File: src/rtl/mrdb_pkg.sv
/*
 package for the micro memory, delta translator and bit test block.
 assumes a single 125 MHz clock shared with the host micro-sequencer.
*/
package mrdb_pkg;
  // ==========================================================
  // register map (byte addresses, axi4-lite, 32-bit words)
  localparam logic [7:0] ADDR_CTRL = 8'h00;
  localparam logic [7:0] ADDR_STATUS = 8'h04;
  localparam logic [7:0] ADDR_ROM_ADDR = 8'h08;
  localparam logic [7:0] ADDR_ROM_LO = 8'h0c;
  localparam logic [7:0] ADDR_ROM_HI = 8'h10;
  localparam logic [1:0] RESP_OKAY = 2'h0;
  localparam logic [1:0] RESP_SLVERR = 2'h2;
  // ctrl fields
  localparam int CTRL_SEQ_EN_BIT = 0;
  localparam int CTRL_KICK_BIT = 1;
  localparam logic CTRL_SEQ_EN_RST = 1'h1;
  // ==========================================================
  // macro instruction fields (i00 is the msb)
  localparam int OPC_HI = 15;
  localparam int OPC_LO = 12;
  localparam int SUBOP_HI = 11;
  localparam int SUBOP_LO = 8;
  localparam int DELTA_HI = 7;
  localparam logic [3:0] OPC_ZERO = 4'h0;
  localparam logic [3:0] SUBOP_INTER_REG = 4'h8;
  localparam logic [15:0] DELTA_ALL_ONES = 16'hffff;
  // ==========================================================
  // micro memory geometry
  localparam int ROM_WORDS = 512;
  localparam int ROM_WIDTH = 64;
  localparam int UINSTR_WIDTH = 32;
  localparam int PAGE_WORDS = 256;
  localparam logic [8:0] DECODE_LOC_A = 9'h058;
  localparam logic [8:0] DECODE_LOC_B = 9'h059;
  // arbitrary micro instruction codes for the decode routine
  localparam logic [31:0] UI_INCREMENT = 32'h0000_1001;
  localparam logic [31:0] UI_READ_NEXT = 32'h0000_2002;
  localparam logic [31:0] UI_INT_BRANCH = 32'h0000_3003;
  localparam logic [31:0] UI_FETCH_XFORM = 32'h0000_4004;
  // ==========================================================
  // bit test
  localparam logic [3:0] TEST_BIT_CMD = 4'h5;
  localparam int BT_SEL_HI = 3;
  // ==========================================================
  // decode-next-instruction sequencer
  typedef enum logic [2:0] {
    MRDB_SEQ_IDLE = 3'b000,
    MRDB_SEQ_INC = 3'b001,
    MRDB_SEQ_READ = 3'b010,
    MRDB_SEQ_XFORM = 3'b011,
    MRDB_SEQ_INTR = 3'b100
  } mrdb_seq_t;
endpackage

File: src/rtl/mrdb_top.sv
/*
 micro memory, delta translator and bit test selector for an emulator module.
 assumes the host sequencer, its selectors and x register run on aclk; only
 the two panel switches arrive asynchronously.
*/
// Chosen here: the address map and the AXI4-Lite slave port.
// What this block does
// - translator active only non-decimal, route clear, non-inter-register
// - inter-register instruction with route flag clear sends all-ones delta to selectors
// - route flag clear selects delta, set selects file
// - read-only micro memory, 512 words of 64 bits
// - each word holds upper and lower 32-bit instructions
// - eight address bits plus one page bit select
// - upper/lower selector drives chosen instruction onto x bus
// - decode routine lives at micro locations 058, 059
// - increment, read, check interrupt, else fetch transform
// - positions 1,2,3,13 upper on instr bits 02,07,06,00
// - position 4 upper when index store status true
// - positions 5,8 lower on protect fault, parity error
// - positions 6,7 lower on halt, pass switches
// - position 10 upper when delta field is zero
// - position 11 lower when address equals operand
// - position 12 upper on even parity line
// - position 14 upper on multilevel indirect mode
// - position 15 upper when previous write aborted
// - every emulation end jumps into decode routine
// - low four instruction-register bits pick, with test command
module mrdb_top (
  // clock and reset
  input wire logic aclk,
  input wire logic aresetn,
  // axi4-lite write address
  input wire logic awvalid,
  output logic awready,
  input wire logic [7:0] awaddr,
  // axi4-lite write data
  input wire logic wvalid,
  output logic wready,
  input wire logic [31:0] wdata,
  input wire logic [3:0] wstrb,
  // axi4-lite write response
  output logic bvalid,
  input wire logic bready,
  output logic [1:0] bresp,
  // axi4-lite read address
  input wire logic arvalid,
  output logic arready,
  input wire logic [7:0] araddr,
  // axi4-lite read data
  output logic rvalid,
  input wire logic rready,
  output logic [31:0] rdata,
  output logic [1:0] rresp,
  // delta translator
  input wire logic [15:0] macro_instr,
  input wire logic [15:0] file_subop_data,
  input wire logic decimal_correction_flag,
  input wire logic file_route_flag,
  output logic [15:0] selector_delta_ff,
  // micro memory read
  input wire logic micro_read_req,
  input wire logic [7:0] micro_word_addr,
  input wire logic micro_page_select,
  input wire logic micro_upper_sel,
  output logic [31:0] x_bus_data_ff,
  output logic x_bus_oe_n_ff,
  // bit test
  input wire logic [31:0] micro_instr_reg,
  input wire logic [3:0] test_field,
  input wire logic index_store_status,
  input wire logic protect_fault_flag,
  input wire logic parity_error_flag,
  input wire logic selective_halt_switch,
  input wire logic selective_pass_switch,
  input wire logic eff_addr_matches_operand,
  input wire logic even_parity_line,
  input wire logic multilevel_indirect_mode,
  output logic bit_test_upper_ff,
  // decode-next-instruction sequencing
  input wire logic emulation_done,
  input wire logic interrupt_pending,
  output logic [8:0] decode_entry_addr_ff,
  output logic increment_next_instr,
  output logic read_next_instr,
  output logic macro_fetch_transform,
  output logic interrupt_branch
);
  // ========================================================
  // micro memory contents
  // the store is constant; only the decode routine words are fixed here,
  // the rest hold an address-derived filler pattern
  function automatic logic [63:0] rom_word(input logic [8:0] a);
    logic [63:0] w;
    w = {7'h00, a, 7'h00, a, 7'h00, a, 7'h00, a};
    if (a == mrdb_pkg::DECODE_LOC_A) begin
      w = {mrdb_pkg::UI_INCREMENT, mrdb_pkg::UI_READ_NEXT};
    end else if (a == mrdb_pkg::DECODE_LOC_B) begin
      w = {mrdb_pkg::UI_INT_BRANCH, mrdb_pkg::UI_FETCH_XFORM};
    end
    return w;
  endfunction
  // ========================================================
  // register bus slave
  logic ctrl_seq_en_ff;
  logic kick_ff;
  logic [8:0] rom_addr_ff;
  logic aw_hold_ff;
  logic w_hold_ff;
  logic [7:0] aw_addr_ff;
  logic [31:0] w_data_ff;
  logic [3:0] w_strb_ff;
  logic [63:0] sw_rom_word;
  mrdb_pkg::mrdb_seq_t seq_ff;
  logic [31:0] status_word;
  logic [31:0] nxt_rdata;
  logic [1:0] nxt_rresp;
  logic wr_fire;
  assign awready = !aw_hold_ff && !bvalid;
  assign wready = !w_hold_ff && !bvalid;
  assign arready = !rvalid;
  assign wr_fire = aw_hold_ff && w_hold_ff && !bvalid;
  assign sw_rom_word = rom_word(rom_addr_ff);
  assign status_word = {20'h00000, bit_test_upper_ff, x_bus_oe_n_ff,
                        ctrl_seq_en_ff, 6'h00, seq_ff};
  always_ff @(posedge aclk) begin
    if (!aresetn) begin
      aw_hold_ff <= 1'b0;
      aw_addr_ff <= 8'h00;
    end else if (awvalid && awready) begin
      aw_hold_ff <= 1'b1;
      aw_addr_ff <= awaddr;
    end else if (wr_fire) begin
      aw_hold_ff <= 1'b0;
    end
  end

  always_ff @(posedge aclk) begin
    if (!aresetn) begin
      w_hold_ff <= 1'b0;
      w_data_ff <= 32'h0000_0000;
      w_strb_ff <= 4'h0;
    end else if (wvalid && wready) begin
      w_hold_ff <= 1'b1;
      w_data_ff <= wdata;
      w_strb_ff <= wstrb;
    end else if (wr_fire) begin
      w_hold_ff <= 1'b0;
    end
  end

  // control writes; the kick bit is a one-cycle strobe, never stored
  always_ff @(posedge aclk) begin
    if (!aresetn) begin
      ctrl_seq_en_ff <= mrdb_pkg::CTRL_SEQ_EN_RST;
      kick_ff <= 1'b0;
      rom_addr_ff <= 9'h000;
    end else begin
      kick_ff <= 1'b0;
      if (wr_fire && aw_addr_ff == mrdb_pkg::ADDR_CTRL && w_strb_ff[0]) begin
        ctrl_seq_en_ff <= w_data_ff[mrdb_pkg::CTRL_SEQ_EN_BIT];
        kick_ff <= w_data_ff[mrdb_pkg::CTRL_KICK_BIT];
      end
      if (wr_fire && aw_addr_ff == mrdb_pkg::ADDR_ROM_ADDR) begin
        if (w_strb_ff[0]) begin
          rom_addr_ff[7:0] <= w_data_ff[7:0];
        end
        if (w_strb_ff[1]) begin
          rom_addr_ff[8] <= w_data_ff[8];
        end
      end
    end
  end

  always_ff @(posedge aclk) begin
    if (!aresetn) begin
      bvalid <= 1'b0;
      bresp <= mrdb_pkg::RESP_OKAY;
    end else if (wr_fire) begin
      bvalid <= 1'b1;
      bresp <= (aw_addr_ff == mrdb_pkg::ADDR_CTRL ||
                aw_addr_ff == mrdb_pkg::ADDR_ROM_ADDR) ?
               mrdb_pkg::RESP_OKAY : mrdb_pkg::RESP_SLVERR;
    end else if (bready) begin
      bvalid <= 1'b0;
    end
  end

  always_comb begin
    nxt_rresp = mrdb_pkg::RESP_OKAY;
    unique case (araddr)
      mrdb_pkg::ADDR_CTRL: nxt_rdata = {31'h0000_0000, ctrl_seq_en_ff};
      mrdb_pkg::ADDR_STATUS: nxt_rdata = status_word;
      mrdb_pkg::ADDR_ROM_ADDR: nxt_rdata = {23'h000000, rom_addr_ff};
      mrdb_pkg::ADDR_ROM_LO: nxt_rdata = sw_rom_word[31:0];
      mrdb_pkg::ADDR_ROM_HI: nxt_rdata = sw_rom_word[63:32];
      default: begin
        nxt_rdata = 32'h0000_0000;
        nxt_rresp = mrdb_pkg::RESP_SLVERR;
      end
    endcase
  end

  always_ff @(posedge aclk) begin
    if (!aresetn) begin
      rvalid <= 1'b0;
      rdata <= 32'h0000_0000;
      rresp <= mrdb_pkg::RESP_OKAY;
    end else if (arvalid && arready) begin
      rvalid <= 1'b1;
      rdata <= nxt_rdata;
      rresp <= nxt_rresp;
    end else if (rready) begin
      rvalid <= 1'b0;
    end
  end

  // ========================================================
  // delta translator
  // only the sign-extended form is built here; the other translation
  // encodings live with the host transform logic
  logic inter_reg;
  logic xlat_active;
  logic [15:0] xlat_delta;
  logic [15:0] nxt_selector_delta;
  assign inter_reg = macro_instr[mrdb_pkg::OPC_HI:mrdb_pkg::OPC_LO] == mrdb_pkg::OPC_ZERO &&
    macro_instr[mrdb_pkg::SUBOP_HI:mrdb_pkg::SUBOP_LO] == mrdb_pkg::SUBOP_INTER_REG;
  assign xlat_active = !decimal_correction_flag && !file_route_flag && !inter_reg;
  assign xlat_delta = {{8{macro_instr[mrdb_pkg::DELTA_HI]}}, macro_instr[7:0]};
  always_comb begin
    if (file_route_flag) begin
      nxt_selector_delta = file_subop_data;
    end else if (inter_reg) begin
      nxt_selector_delta = mrdb_pkg::DELTA_ALL_ONES;
    end else if (xlat_active) begin
      nxt_selector_delta = xlat_delta;
    end else begin
      nxt_selector_delta = {8'h00, macro_instr[7:0]};
    end
  end

  always_ff @(posedge aclk) begin
    if (!aresetn) begin
      selector_delta_ff <= 16'h0000;
    end else begin
      selector_delta_ff <= nxt_selector_delta;
    end
  end

  // ========================================================
  // micro memory and upper/lower selector
  logic [63:0] rom_out;
  assign rom_out = rom_word({micro_page_select, micro_word_addr});
  // the bus is released between reads so the x register can take other sources
  always_ff @(posedge aclk) begin
    if (!aresetn) begin
      x_bus_data_ff <= 32'h0000_0000;
      x_bus_oe_n_ff <= 1'b1;
    end else begin
      x_bus_oe_n_ff <= !micro_read_req;
      if (micro_read_req) begin
        x_bus_data_ff <= micro_upper_sel ? rom_out[63:32] : rom_out[31:0];
      end
    end
  end

  // ========================================================
  // bit test selector
  logic halt_sw_meta_ff;
  logic halt_sw_ff;
  logic pass_sw_meta_ff;
  logic pass_sw_ff;
  logic [15:0] bt_upper;
  logic [3:0] bt_sel;
  // panel switches are asynchronous to aclk
  always_ff @(posedge aclk) begin
    if (!aresetn) begin
      halt_sw_meta_ff <= 1'b0;
      halt_sw_ff <= 1'b0;
      pass_sw_meta_ff <= 1'b0;
      pass_sw_ff <= 1'b0;
    end else begin
      halt_sw_meta_ff <= selective_halt_switch;
      halt_sw_ff <= halt_sw_meta_ff;
      pass_sw_meta_ff <= selective_pass_switch;
      pass_sw_ff <= pass_sw_meta_ff;
    end
  end

  // one means take the upper instruction of the next pair
  assign bt_sel = micro_instr_reg[mrdb_pkg::BT_SEL_HI:0];
  assign bt_upper[0] = 1'b0;
  assign bt_upper[1] = macro_instr[13];
  assign bt_upper[2] = macro_instr[8];
  assign bt_upper[3] = macro_instr[9];
  assign bt_upper[4] = index_store_status;
  assign bt_upper[5] = !protect_fault_flag;
  assign bt_upper[6] = !halt_sw_ff;
  assign bt_upper[7] = !pass_sw_ff;
  assign bt_upper[8] = !parity_error_flag;
  assign bt_upper[9] = 1'b0;
  assign bt_upper[10] = macro_instr[7:0] == 8'h00;
  assign bt_upper[11] = !eff_addr_matches_operand;
  assign bt_upper[12] = even_parity_line;
  assign bt_upper[13] = macro_instr[15];
  assign bt_upper[14] = multilevel_indirect_mode;
  assign bt_upper[15] = protect_fault_flag || parity_error_flag;
  always_ff @(posedge aclk) begin
    if (!aresetn) begin
      bit_test_upper_ff <= 1'b0;
    end else begin
      bit_test_upper_ff <= test_field == mrdb_pkg::TEST_BIT_CMD && bt_upper[bt_sel];
    end
  end

  // ========================================================
  // decode-next-instruction sequencer
  mrdb_pkg::mrdb_seq_t nxt_seq;
  always_comb begin
    nxt_seq = seq_ff;
    unique case (seq_ff)
      mrdb_pkg::MRDB_SEQ_IDLE: begin
        if (ctrl_seq_en_ff && (emulation_done || kick_ff)) begin
          nxt_seq = mrdb_pkg::MRDB_SEQ_INC;
        end
      end
      mrdb_pkg::MRDB_SEQ_INC: nxt_seq = mrdb_pkg::MRDB_SEQ_READ;
      mrdb_pkg::MRDB_SEQ_READ: begin
        nxt_seq = interrupt_pending ? mrdb_pkg::MRDB_SEQ_INTR : mrdb_pkg::MRDB_SEQ_XFORM;
      end
      mrdb_pkg::MRDB_SEQ_XFORM: nxt_seq = mrdb_pkg::MRDB_SEQ_IDLE;
      mrdb_pkg::MRDB_SEQ_INTR: nxt_seq = mrdb_pkg::MRDB_SEQ_IDLE;
      default: nxt_seq = mrdb_pkg::MRDB_SEQ_IDLE;
    endcase
  end

  always_ff @(posedge aclk) begin
    if (!aresetn) begin
      seq_ff <= mrdb_pkg::MRDB_SEQ_IDLE;
    end else begin
      seq_ff <= nxt_seq;
    end
  end

  // step strobes and entry address are registered copies of the next state
  always_ff @(posedge aclk) begin
    if (!aresetn) begin
      increment_next_instr <= 1'b0;
      read_next_instr <= 1'b0;
      macro_fetch_transform <= 1'b0;
      interrupt_branch <= 1'b0;
      decode_entry_addr_ff <= mrdb_pkg::DECODE_LOC_A;
    end else begin
      increment_next_instr <= nxt_seq == mrdb_pkg::MRDB_SEQ_INC;
      read_next_instr <= nxt_seq == mrdb_pkg::MRDB_SEQ_READ;
      macro_fetch_transform <= nxt_seq == mrdb_pkg::MRDB_SEQ_XFORM;
      interrupt_branch <= nxt_seq == mrdb_pkg::MRDB_SEQ_INTR;
      decode_entry_addr_ff <= (nxt_seq == mrdb_pkg::MRDB_SEQ_INC ||
        nxt_seq == mrdb_pkg::MRDB_SEQ_READ) ? mrdb_pkg::DECODE_LOC_A
                                            : mrdb_pkg::DECODE_LOC_B;
    end
  end
endmodule // mrdb_top

File: config.mk
export PLATFORM = sky130hd
export DESIGN_NAME = mrdb_top
export DESIGN_NICKNAME = d
export VERILOG_FILES = /design/src/rtl/mrdb_pkg.sv /design/src/rtl/mrdb_top.sv
export SDC_FILE = /design/constraint.sdc
export NUM_CORES = 1
export LEC_CHECK = 0
export BUFFER_PORTS_ARGS = -buffer_cell sky130_fd_sc_hd__buf_4
export CAP_MARGIN = 25
export CORE_MARGIN = 4
export CORE_UTILIZATION = 48
export CTS_CLUSTER_DIAMETER = 30
export DETAILED_ROUTE_END_ITERATION = 16
export GPL_ROUTABILITY_DRIVEN = 0
export GPL_TIMING_DRIVEN = 0
export PLACE_DENSITY = 0.85
export SKIP_LAST_GASP = 1
export SYNTH_ARGS = -nofsm -noshare
export SYNTH_HDL_FRONTEND = slang
export SYNTH_SLANG_ARGS = --single-unit
export TNS_END_PERCENT = 30
File: constraint.sdc
create_clock -name aclk -period 3.7 [get_ports aclk]
set_clock_uncertainty 0.05 [all_clocks]
set_input_delay 0.185 -clock aclk [delete_from_list [all_inputs] [get_ports aclk]]
set_output_delay 0.185 -clock aclk [all_outputs]
set_load 0.02 [all_outputs]
==> results of run 1 <==
## worst max path at each step
stage                                     from                     endpoint
finish              aw_addr_ff[1]$_SDFFE_PN0P_  rom_addr_ff[4]$_SDFFE_PN0P_
global route        aw_addr_ff[1]$_SDFFE_PN0P_  rom_addr_ff[0]$_SDFFE_PN0P_
CTS                 aw_addr_ff[1]$_SDFFE_PN0P_  rom_addr_ff[4]$_SDFFE_PN0P_
detailed placement                   araddr[1]        rdata[7]$_SDFFE_PN0P_
global placement    aw_addr_ff[1]$_SDFFE_PN0P_  rom_addr_ff[7]$_SDFFE_PN0P_
floorplan           aw_addr_ff[1]$_SDFFE_PN0P_  rom_addr_ff[0]$_SDFFE_PN0P_
## cells in the final DEF, fill, tap and decap left out, types with 2 or more instances in the layout
cell type / count
and3_1: 3
inv_1: 10
a2111oi_4: 2
clkbuf_1: 24
nor2_1: 14
a21boi_0: 38
mux2i_1: 17
dlygate4sd3_1: 3
a21oi_1: 8
nor4bb_1: 2
o21ai_0: 15
or3_1: 4
nor2b_1: 34
nor3b_1: 3
o221a_2: 8
a32oi_1: 5
inv_6: 3
nand2b_1: 13
nor3_1: 7
nand2_1: 67
o211a_1: 2
clkbuf_8: 10
and2_1: 10
buf_4: 201
nand3_1: 12
a32o_1: 3
a22oi_1: 8
nor4b_1: 3
nor4_1: 6
nand3b_1: 3
mux2_2: 2
a31oi_1: 5
conb_1: 29
nand4_1: 5
dfxtp_1: 105
## cell type report
type	count	area, sq um	area share [%]
Clock buffer	10	138	2.17
Timing Repair Buffer	168	1270	20.0
Clock inverter	6	72.6	1.14
Inverter	11	41.3	0.651
Sequential cell	105	2100	33.1
Tap cell	129	161	2.54
Multi-Input combinational cell	346	2170	34.3
Buffer	63	385	6.07
## sequential cells by signal, indices dropped and copies added, names as in the netlist, 2 cells and up
| signal | cells |
|---|---|
| rdata | 24 |
| seq_ff | 3 |
| x_bus_data_ff | 15 |
| rom_addr_ff | 9 |
| w_data_ff | 9 |
| selector_delta_ff | 16 |
| w_strb_ff | 2 |
| aw_addr_ff | 8 |
## power by group through the flow
stage	registers, mW	clock network [mW]	logic (mW)
floorplan	1.25	0	0.203
global placement	1.22	0	0.399
detailed placement	1.23	0	0.408
CTS	1.20	0.749	0.412
global route	1.21	0.799	0.446
finish	1.20	0.739	0.413
## worst max-delay path, delay by kind of cell (launching register included)
family | cells | cell delay, ns
flip-flops | 1 | 0.33
AND/OR/NAND/NOR | 3 | 1.32
multiplexers | 1 | 0.27
## routing by layer
| layer | track usage [%] | vias up | share of wire, % |
|---|---|---|---|
| met4 | 5.09 | 0 | 1.6 |
| met2 | 39.3 | 179 | 50 |
| met1 | 25.8 | 1964 | 41 |
| met5 | 0 | - | 0 |
| li1 | - | 2088 | - |
| met3 | 5.16 | 26 | 7.6 |
## cell families after synthesis
kind of cell / share of synthesized area [%]
buffers and inverters: 9.27
flip-flops: 45.7
multiplexers: 4.68
XOR/XNOR: 0.190
AO/OA/AOI/OAI: 17.5
AND/OR/NAND/NOR: 22.5
other: 0.163
## what timing repair did
item / CTS / global route
endpoints found under the hold margin: 3 / 0
gates resized for setup: 0 / 0
hold buffers: 3 / 0
==> flow_metrics.env, run 1 <==
export IMPL_io_buffers=165
export IMPL_hold_viol=0
export IMPL_path_cells="or4_4, nor4_4, mux2i_1, nor2b_1"
export IMPL_fin_hold_ws_ns=0.0235
export IMPL_rsz0062_at_grt="false"
export IMPL_p_sw_mw=0.639
export IMPL_synthTopCellsByArea="dfxtp_1 46%, a21boi_0 6.2%, buf_4 5.9%"
export IMPL_dieWidth_um=106
export IMPL_switching_share_pct=27.2
export IMPL_maxCapViolations=0
export IMPL_yosysUniqueCellTypes=54
export IMPL_p_leak_nw=2.76
export IMPL_max_stage_delay_ns=0.69
export IMPL_yosysMostFrequentCell="dfxtp_1"
export IMPL_synth_warnings=0
export IMPL_combPwrFrac_pct=17.6
export IMPL_postPlaceCellArea_sq_mm=0.00610
export IMPL_synth_common_cells="105 x dfxtp_1, 67 x nand2_1, 38 x a21boi_0, 36 x buf_4, 34 x nor2b_1"
export IMPL_synth_edff_count=0
export IMPL_finalWirelength_um=12500
export IMPL_rr_worst_depth=4
export IMPL_gr_total_overflow=0
export IMPL_n_antenna_cell=0
export IMPL_rr_endpoint="rom_addr_ff[4]$_SDFFE_PN0P_"
export IMPL_hp_class="in -> reg"
export IMPL_design_area_sq_mm=0.00634
export IMPL_avgSynthCellArea_sq_um=9.24
export IMPL_setup_tns_final_ns=0
export IMPL_cts_buffer_depth=2
export IMPL_dr_pass1_iters=5
export IMPL_grt_usage_pct=21.6
export IMPL_grt_pass1_vias=4160
export IMPL_synth_top_cell_by_area="dfxtp_1"
export IMPL_worst_pin_slew_ns=0.734
export IMPL_cp_end_kind="flip-flop"
export IMPL_finalPower_mw=2.35
export IMPL_yosysSeqAreaShare_pct=45.7
export IMPL_power_density_mw_per_mm2=371
export IMPL_die_area_sq_mm=0.0112
export IMPL_viasPerCell=5.08
export IMPL_dp_cells=819
export IMPL_worst_hold_path_num_cells=2
export IMPL_antenna_found_initial=0
export IMPL_seq_power_share_pct=51.0
export IMPL_cts_made_buffers=9
export IMPL_pin_count=254
export IMPL_ys_ff_latch=105
export IMPL_ant_nets=0
export IMPL_cts_tree="yes"
export IMPL_power_frac_clock_pct=31.4
export IMPL_clk_pin_slew_worst_paths_ns=0.10
export IMPL_design_core_area_sq_mm=0.00928
export IMPL_netlist_area_leader_share_pct=45.7
export IMPL_initial_utilization_pct=49.6
export IMPL_dp_slack_ns=1.61
export IMPL_min_period_over_period_pct=56.1
export IMPL_relSlewSlack_pct=50.7
export IMPL_post_drt_wl_per_cell_um=15.0
export IMPL_num_vias=4257
export IMPL_nNetsFinal=854
export IMPL_synthToLayoutAreaGrowth_pct=37.8
export IMPL_post_cts_buffers=0
export IMPL_worst_setup_path_type="reg -> reg"
export IMPL_dpl_hpwl_um=9840
export IMPL_fmax_mhz=482
export IMPL_worstSetupStartpointType="flip-flop"
export IMPL_grt_pass1_wl_um=19800
export IMPL_worst_skew_pair_late_latency_ns=0.36
export IMPL_cp_max_fo=8
export IMPL_peakVddDrop_uv=207
export IMPL_grt_max_degree=19
export IMPL_setup_violations_final=0
export IMPL_root_buffer="clkbuf_8"
export IMPL_r2r_start="aw_addr_ff[1]$_SDFFE_PN0P_"
export IMPL_drt_initial_drc_count=176
export IMPL_final_max_slew_viol_count=0
export IMPL_worstPathArrival_ns=2.27
export IMPL_clock_sinks=105
export IMPL_intPower_mw=1.71
export IMPL_setup_slack_ns=1.62
export IMPL_rrSetupSlack_ns=1.62
export IMPL_nFillCells=757
export IMPL_cp_required_ns=3.90
export IMPL_slowest_stage="nor4_4"
export IMPL_hold_start="arvalid"
export IMPL_post_route_util_pct=68.3
export IMPL_worstHoldEndpoint="rvalid$_SDFFE_PN0P_"
export IMPL_async_flop_share_pct=0
export IMPL_row_count=35
export IMPL_synth_ff_type="dfxtp_1"
export IMPL_cts_max_level=3
export IMPL_fin_crit_ns=2.08
export IMPL_netlist_area_sq_mm=0.00460
export IMPL_drive_gt1_share_pct=33.0
export IMPL_syn_inst=498
export IMPL_finalNonFillerCells=838
export IMPL_die_h_um=106
export IMPL_drc=0
export IMPL_status="finished, final reports clean"
Power figures use the tool's default switching activity.
==> run 2: changes to the inputs <==
Settings changed: CORE_UTILIZATION 48 to 40, PLACE_DENSITY 0.85 to 0.75.
Clock period 3.7 ns to 1.8 ns, I/O delays scaled along.
==> flow_metrics.env, run 2 (synthesis gave the netlist of run 1 again) <==
export IMPL_grt_pass1_vias=4489
export IMPL_cts_max_level=3
export IMPL_post_route_util_pct=64.1
export IMPL_die_h_um=115
export IMPL_path_cells="or3_1, or3_1, a21oi_1, o21ai_0"
export IMPL_die_area_sq_mm=0.0133
export IMPL_fin_hold_ws_ns=0.0389
export IMPL_ant_nets=0
export IMPL_hp_class="in -> reg"
export IMPL_final_max_slew_viol_count=0
export IMPL_worst_pin_slew_ns=0.656
export IMPL_io_buffers=165
export IMPL_worstPathArrival_ns=2.02
export IMPL_nNetsFinal=915
export IMPL_final_seq_area_sq_mm=0.00210
export IMPL_violations="negative setup slack"
export IMPL_clock_sinks=105
export IMPL_dr_pass1_iters=4
export IMPL_design_core_area_sq_mm=0.0110
export IMPL_worst_skew_pair_late_latency_ns=0.35
export IMPL_drive_gt1_share_pct=31.2
export IMPL_root_buffer="clkbuf_16"
export IMPL_antenna_found_initial=0
export IMPL_dp_cells=830
export IMPL_regMostFlops="rdata"
export IMPL_pin_count=254
export IMPL_slowest_stage="or3_1"
export IMPL_peakVddDrop_uv=426
export IMPL_final_cell_mix="203 x buf_4, 105 x dfxtp_1, 67 x nand2_1"
export IMPL_cts_made_buffers=9
export IMPL_worst_path_most_repeated_cell="or3_1"
export IMPL_status="finished with violations"
export IMPL_fmax_mhz=538
export IMPL_intPower_mw=3.90
export IMPL_cts_buffer_depth=2
export IMPL_gr_total_overflow=0
export IMPL_seq_power_share_pct=46.3
export IMPL_grt_usage_pct=20.8
export IMPL_finalNonFillerCells=910
export IMPL_dpl_hpwl_um=10200
export IMPL_setup_violations_final=6
export IMPL_layout_commonest_cell="buf_4"
export IMPL_post_drt_wl_per_cell_um=15.6
export IMPL_dp_slack_ns=-0.237
export IMPL_viasPerCell=4.94
export IMPL_drt_initial_drc_count=278
export IMPL_p_sw_mw=1.43
export IMPL_max_stage_delay_ns=0.45
export IMPL_row_count=38
export IMPL_nFillCells=903
export IMPL_finalPower_mw=5.33
export IMPL_dieWidth_um=115
export IMPL_cp_end_kind="flip-flop"
export IMPL_switching_share_pct=26.8
export IMPL_multiInputGateArea_sq_mm=0.00219
export IMPL_drc=0
export IMPL_finalWirelength_um=14200
export IMPL_relSlewSlack_pct=55.7
export IMPL_initial_utilization_pct=41.7
export IMPL_cts_tree="yes"
export IMPL_power_frac_clock_pct=35.5
export IMPL_worst_setup_path_type="reg -> reg"
export IMPL_path_buf_inv=0
export IMPL_synthToLayoutAreaGrowth_pct=53.7
export IMPL_rsz0062_at_grt="true"
export IMPL_grt_max_degree=19
export IMPL_cp_max_fo=5
export IMPL_largest_reg_flops=24
export IMPL_worstSetupStartpointType="flip-flop"
export IMPL_fin_crit_ns=1.86
export IMPL_largest_registers="rdata (24), selector_delta_ff (16), x_bus_data_ff (15)"
export IMPL_hold_viol=0
export IMPL_min_period_over_period_pct=103
export IMPL_power_density_mw_per_mm2=753
export IMPL_clk_pin_slew_worst_paths_ns=0.07
export IMPL_cp_required_ns=1.96
export IMPL_maxCapViolations=0
export IMPL_combPwrFrac_pct=18.2
export IMPL_n_antenna_cell=0
export IMPL_p_leak_nw=3.07
export IMPL_crit_family="simple AND/OR/NAND/NOR gates"
export IMPL_grt_pass1_wl_um=21900
export IMPL_num_vias=4498
export IMPL_setup_slack_ns=-0.0600
-- run 2: changes by cell type in the layout (fill, tap and decap cells not counted), sizes merged --
cell         before  now
dlygate4sd3       3   62
buf             203  206
clkinv            2    4
bufinv            1    0
clkbuf           34   33
inv              13   12
-- run 2: worst paths after layout --
path,start,cells past startpoint,slack (ns),to
min reg2reg,halt_sw_meta_ff$_SDFF_PN0_,1,0.40,halt_sw_ff$_SDFF_PN0_
max,rom_addr_ff[7]$_SDFFE_PN0P_,4,-0.06,rdata[6]$_SDFFE_PN0P_
max reg2reg,rom_addr_ff[7]$_SDFFE_PN0P_,4,-0.06,rdata[6]$_SDFFE_PN0P_
min,wvalid,4,0.04,w_data_ff[8]$_SDFFE_PN0P_
-- run 2: power by group through the flow --
stage          Clock, mW  Sequential, mW  Combinational [mW]
2_1_floorplan          0            2.58               0.417
3_3_place_gp           0            2.52               0.824
3_5_place_dp           0            2.52               0.843
4_1_cts             1.94            2.47               0.957
5_1_grt             2.01            2.48                1.05
6_report            1.89            2.47               0.969
-- run 2: cell type report --
class / instances / area share (%)
buffer: 62 / 5.40
clock buffer: 10 / 3.38
clock inverter: 6 / 0.708
inverter: 11 / 0.584
multi-input combinational: 346 / 31.0
sequential: 105 / 29.7
tap: 140 / 2.48
timing repair buffer: 230 / 26.8
-- run 2: stage by stage --
stage	setup TNS (ns)	area, sq um
3_3_place_gp	-2.47	6120
2_1_floorplan	-0.551	4700
5_1_grt	-1.41	7070
6_report	-0.136	7070
4_1_cts	-0.625	7050
3_5_place_dp	-3.39	6120
-- run 2: layer usage --
| layer | global-route usage [%] | wire, um | vias up |
|---|---|---|---|
| met3 | 3.11 | 903 | 29 |
| met5 | 0 | 0 | - |
| met1 | 24.2 | 5530 | 2065 |
| li1 | - | - | 2216 |
| met2 | 37.4 | 7400 | 188 |
| met4 | 9.31 | 396 | 0 |
-- run 2: worst reg2reg max path, cell delays in order (launching register included) --
cell	delay, ns
dfxtp_1	0.36
or3_1	0.45
or3_1	0.42
a21oi_1	0.29
o21ai_0	0.17
-- run 2: what timing repair did --
action	in CTS	in global routing
endpoints found under the setup margin	24	37
hold buffers	62	0
resized for setup	1	2
pin swaps	2	1
endpoints found under the hold margin	54	0
buffers inserted	1	2
==> run 3: changes to the inputs <==
Settings changed: ABC_AREA set to 1, CELL_PAD_IN_SITES_DETAIL_PLACEMENT set to 0, CELL_PAD_IN_SITES_GLOBAL_PLACEMENT set to 1, CORE_UTILIZATION 40 to 28, PLACE_DENSITY 0.75 to 0.76.
==> flow_metrics.env, run 3 <==
export IMPL_gr_total_overflow=0
export IMPL_avgSynthCellArea_sq_um=7.61
export IMPL_rsz0062_at_grt="false"
export IMPL_netlist_area_leader_share_pct=44.8
export IMPL_violations="negative hold slack"
export IMPL_max_stage_delay_ns=0.54
export IMPL_path_buf_inv=3
export IMPL_io_buffers=167
export IMPL_synthTopCellsByArea="dfxtp_1 45%, nand2_1 9.0%, a21oi_1 6.1%"
export IMPL_die_h_um=137
export IMPL_ys_ff_latch=105
export IMPL_finalPower_mw=5.62
export IMPL_nNetsFinal=1028
export IMPL_fin_crit_ns=1.68
export IMPL_hold_viol=1
export IMPL_final_max_slew_viol_count=0
export IMPL_maxCapViolations=0
export IMPL_relSlewSlack_pct=60.9
export IMPL_regMostFlops="rdata"
export IMPL_netlist_area_sq_mm=0.00469
export IMPL_drive_gt1_share_pct=30.8
export IMPL_grt_pass1_vias=4471
export IMPL_ctsHoldBuffers=57
export IMPL_largest_registers="rdata (24), selector_delta_ff (16), x_bus_data_ff (15)"
export IMPL_synth_warnings=0
export IMPL_syn_inst=616
export IMPL_synth_top_cell_by_area="dfxtp_1"
export IMPL_slowest_stage="dlygate4sd3_1"
export IMPL_n_antenna_cell=0
export IMPL_dr_pass1_iters=7
export IMPL_cts_max_level=3
export IMPL_setup_violations_final=0
export IMPL_final_cell_mix="202 x buf_4, 113 x nand2_1, 105 x dfxtp_1"
export IMPL_yosysSeqAreaShare_pct=44.8
export IMPL_grt_usage_pct=15.0
export IMPL_pin_count=254
export IMPL_grt_max_degree=17
export IMPL_min_period_over_period_pct=93.3
export IMPL_row_count=47
export IMPL_clock_sinks=105
export IMPL_cts_tree="yes"
export IMPL_nFillCells=1674
export IMPL_peakVddDrop_uv=434
export IMPL_worst_skew_pair_late_latency_ns=0.36
export IMPL_cts_buffer_depth=2
export IMPL_clk_pin_slew_worst_paths_ns=0.07
export IMPL_die_area_sq_mm=0.0189
export IMPL_async_flop_share_pct=0
export IMPL_fin_hold_ws_ns=-0.00198
export IMPL_drt_initial_drc_count=251
export IMPL_viasPerCell=4.22
export IMPL_cp_required_ns=2.05
export IMPL_path_cells="dlygate4sd3_1, buf_4, nor2_1, nand4_1, nor2_1, o21ai_0, nand2_1, nand2_1, a21oi_1, dlygate4sd3_1"
export IMPL_synthToLayoutAreaGrowth_pct=54.0
export IMPL_ant_nets=0
export IMPL_crit_family="buffers and inverters"
export IMPL_dieWidth_um=137
export IMPL_cts_resized=0
export IMPL_synth_edff_count=0
export IMPL_cp_max_fo=2
export IMPL_worstPathArrival_ns=1.93
export IMPL_setup_tns_final_ns=0
export IMPL_grt_pass1_wl_um=22100
export IMPL_dpl_hpwl_um=11100
export IMPL_post_drt_wl_per_cell_um=13.0
export IMPL_worstSetupStartpointType="primary input"
export IMPL_status="finished with violations"
export IMPL_power_density_mw_per_mm2=779
export IMPL_p_leak_nw=3.41
export IMPL_hp_class="in -> reg"
export IMPL_largest_reg_flops=24
export IMPL_yosysUniqueCellTypes=39
export IMPL_initial_utilization_pct=28.4
export IMPL_fmax_mhz=596
export IMPL_num_vias=4659
export IMPL_synth_ff_type="dfxtp_1"
export IMPL_synth_common_cells="113 x nand2_1, 105 x dfxtp_1, 76 x nor2_1, 57 x a21oi_1"
export IMPL_finalWirelength_um=14400
export IMPL_antenna_found_initial=0
export IMPL_worst_pin_slew_ns=0.586
export IMPL_yosysMostFrequentCell="nand2_1"
export IMPL_drc=0
export IMPL_design_core_area_sq_mm=0.0165
export IMPL_worst_setup_path_type="in -> reg"
export IMPL_cts_made_buffers=9
export IMPL_post_cts_buffers=0
export IMPL_root_buffer="clkbuf_16"
export IMPL_layout_commonest_cell="buf_4"
export IMPL_cp_end_kind="flip-flop"
-- run 3: routing by layer --
| layer | GRT usage, % | wire (um) |
|---|---|---|
| met1 | 18.7 | 6340 |
| met4 | 6.93 | 287 |
| met3 | 3.14 | 932 |
| met5 | 0 | 0 |
| met2 | 24.8 | 6800 |
-- run 3: final timing paths --
path	startpoint	to	slack, ns	cells past startpoint
worst min-delay path	micro_word_addr[1]	x_bus_data_ff[17]$_SDFFE_PN0P_	-0.002	3
worst max-delay path	macro_instr[5]	bit_test_upper_ff$_SDFF_PN0_	0.12	10
worst min register to register	halt_sw_meta_ff$_SDFF_PN0_	halt_sw_ff$_SDFF_PN0_	0.37	2
worst max register to register	rom_addr_ff[4]$_SDFFE_PN0P_	rdata[0]$_SDFFE_PN0P_	0.30	7
-- run 3: area by class of cell --
cell class	instances	area [sq um]	area share [%]
Tap cell	220	275	3.81
Clock buffer	12	256	3.55
Sequential cell	105	2100	29.1
Timing Repair Buffer	224	1820	25.3
Buffer	57	358	4.95
Multi-Input combinational cell	427	2130	29.5
Inverter	54	205	2.84
Clock inverter	4	73.8	1.02
-- run 3: power by group --
| part | internal [mW] | switching, mW |
|---|---|---|
| Sequential | 2.43 | 0.0520 |
| Clock | 1.30 | 0.879 |
| Combinational | 0.459 | 0.504 |
| Total | 4.19 | 1.43 |
-- run 3: worst min-delay path, stage by stage --
cell	delay (ns)
buf_4	0.08
inv_1	0.05
o21ai_0	0.15
-- run 3: stage by stage --
stage | worst slack (ns) | cells | util [%] | cell area, sq um
floorplan | 0.294 | 643 | - | 4790
global placement | 0.320 | 1030 | 38.3 | 6320
detailed placement | 0.328 | 1030 | 38.3 | 6320
CTS | 0.113 | 1103 | 43.7 | 7220
global route | 0.00735 | 1103 | 43.7 | 7220
finish | 0.121 | 1103 | 43.7 | 7220
-- run 3: logic make-up after synthesis --
| family | count (synthesis) | synth area share, % |
|---|---|---|
| and+or+nand+nor | 262 | 26.7 |
| buffers and inverters | 111 | 12.0 |
| DFF | 105 | 44.8 |
| AOI/OAI and AO/OA | 136 | 16.4 |
| other | 2 | 0.160 |
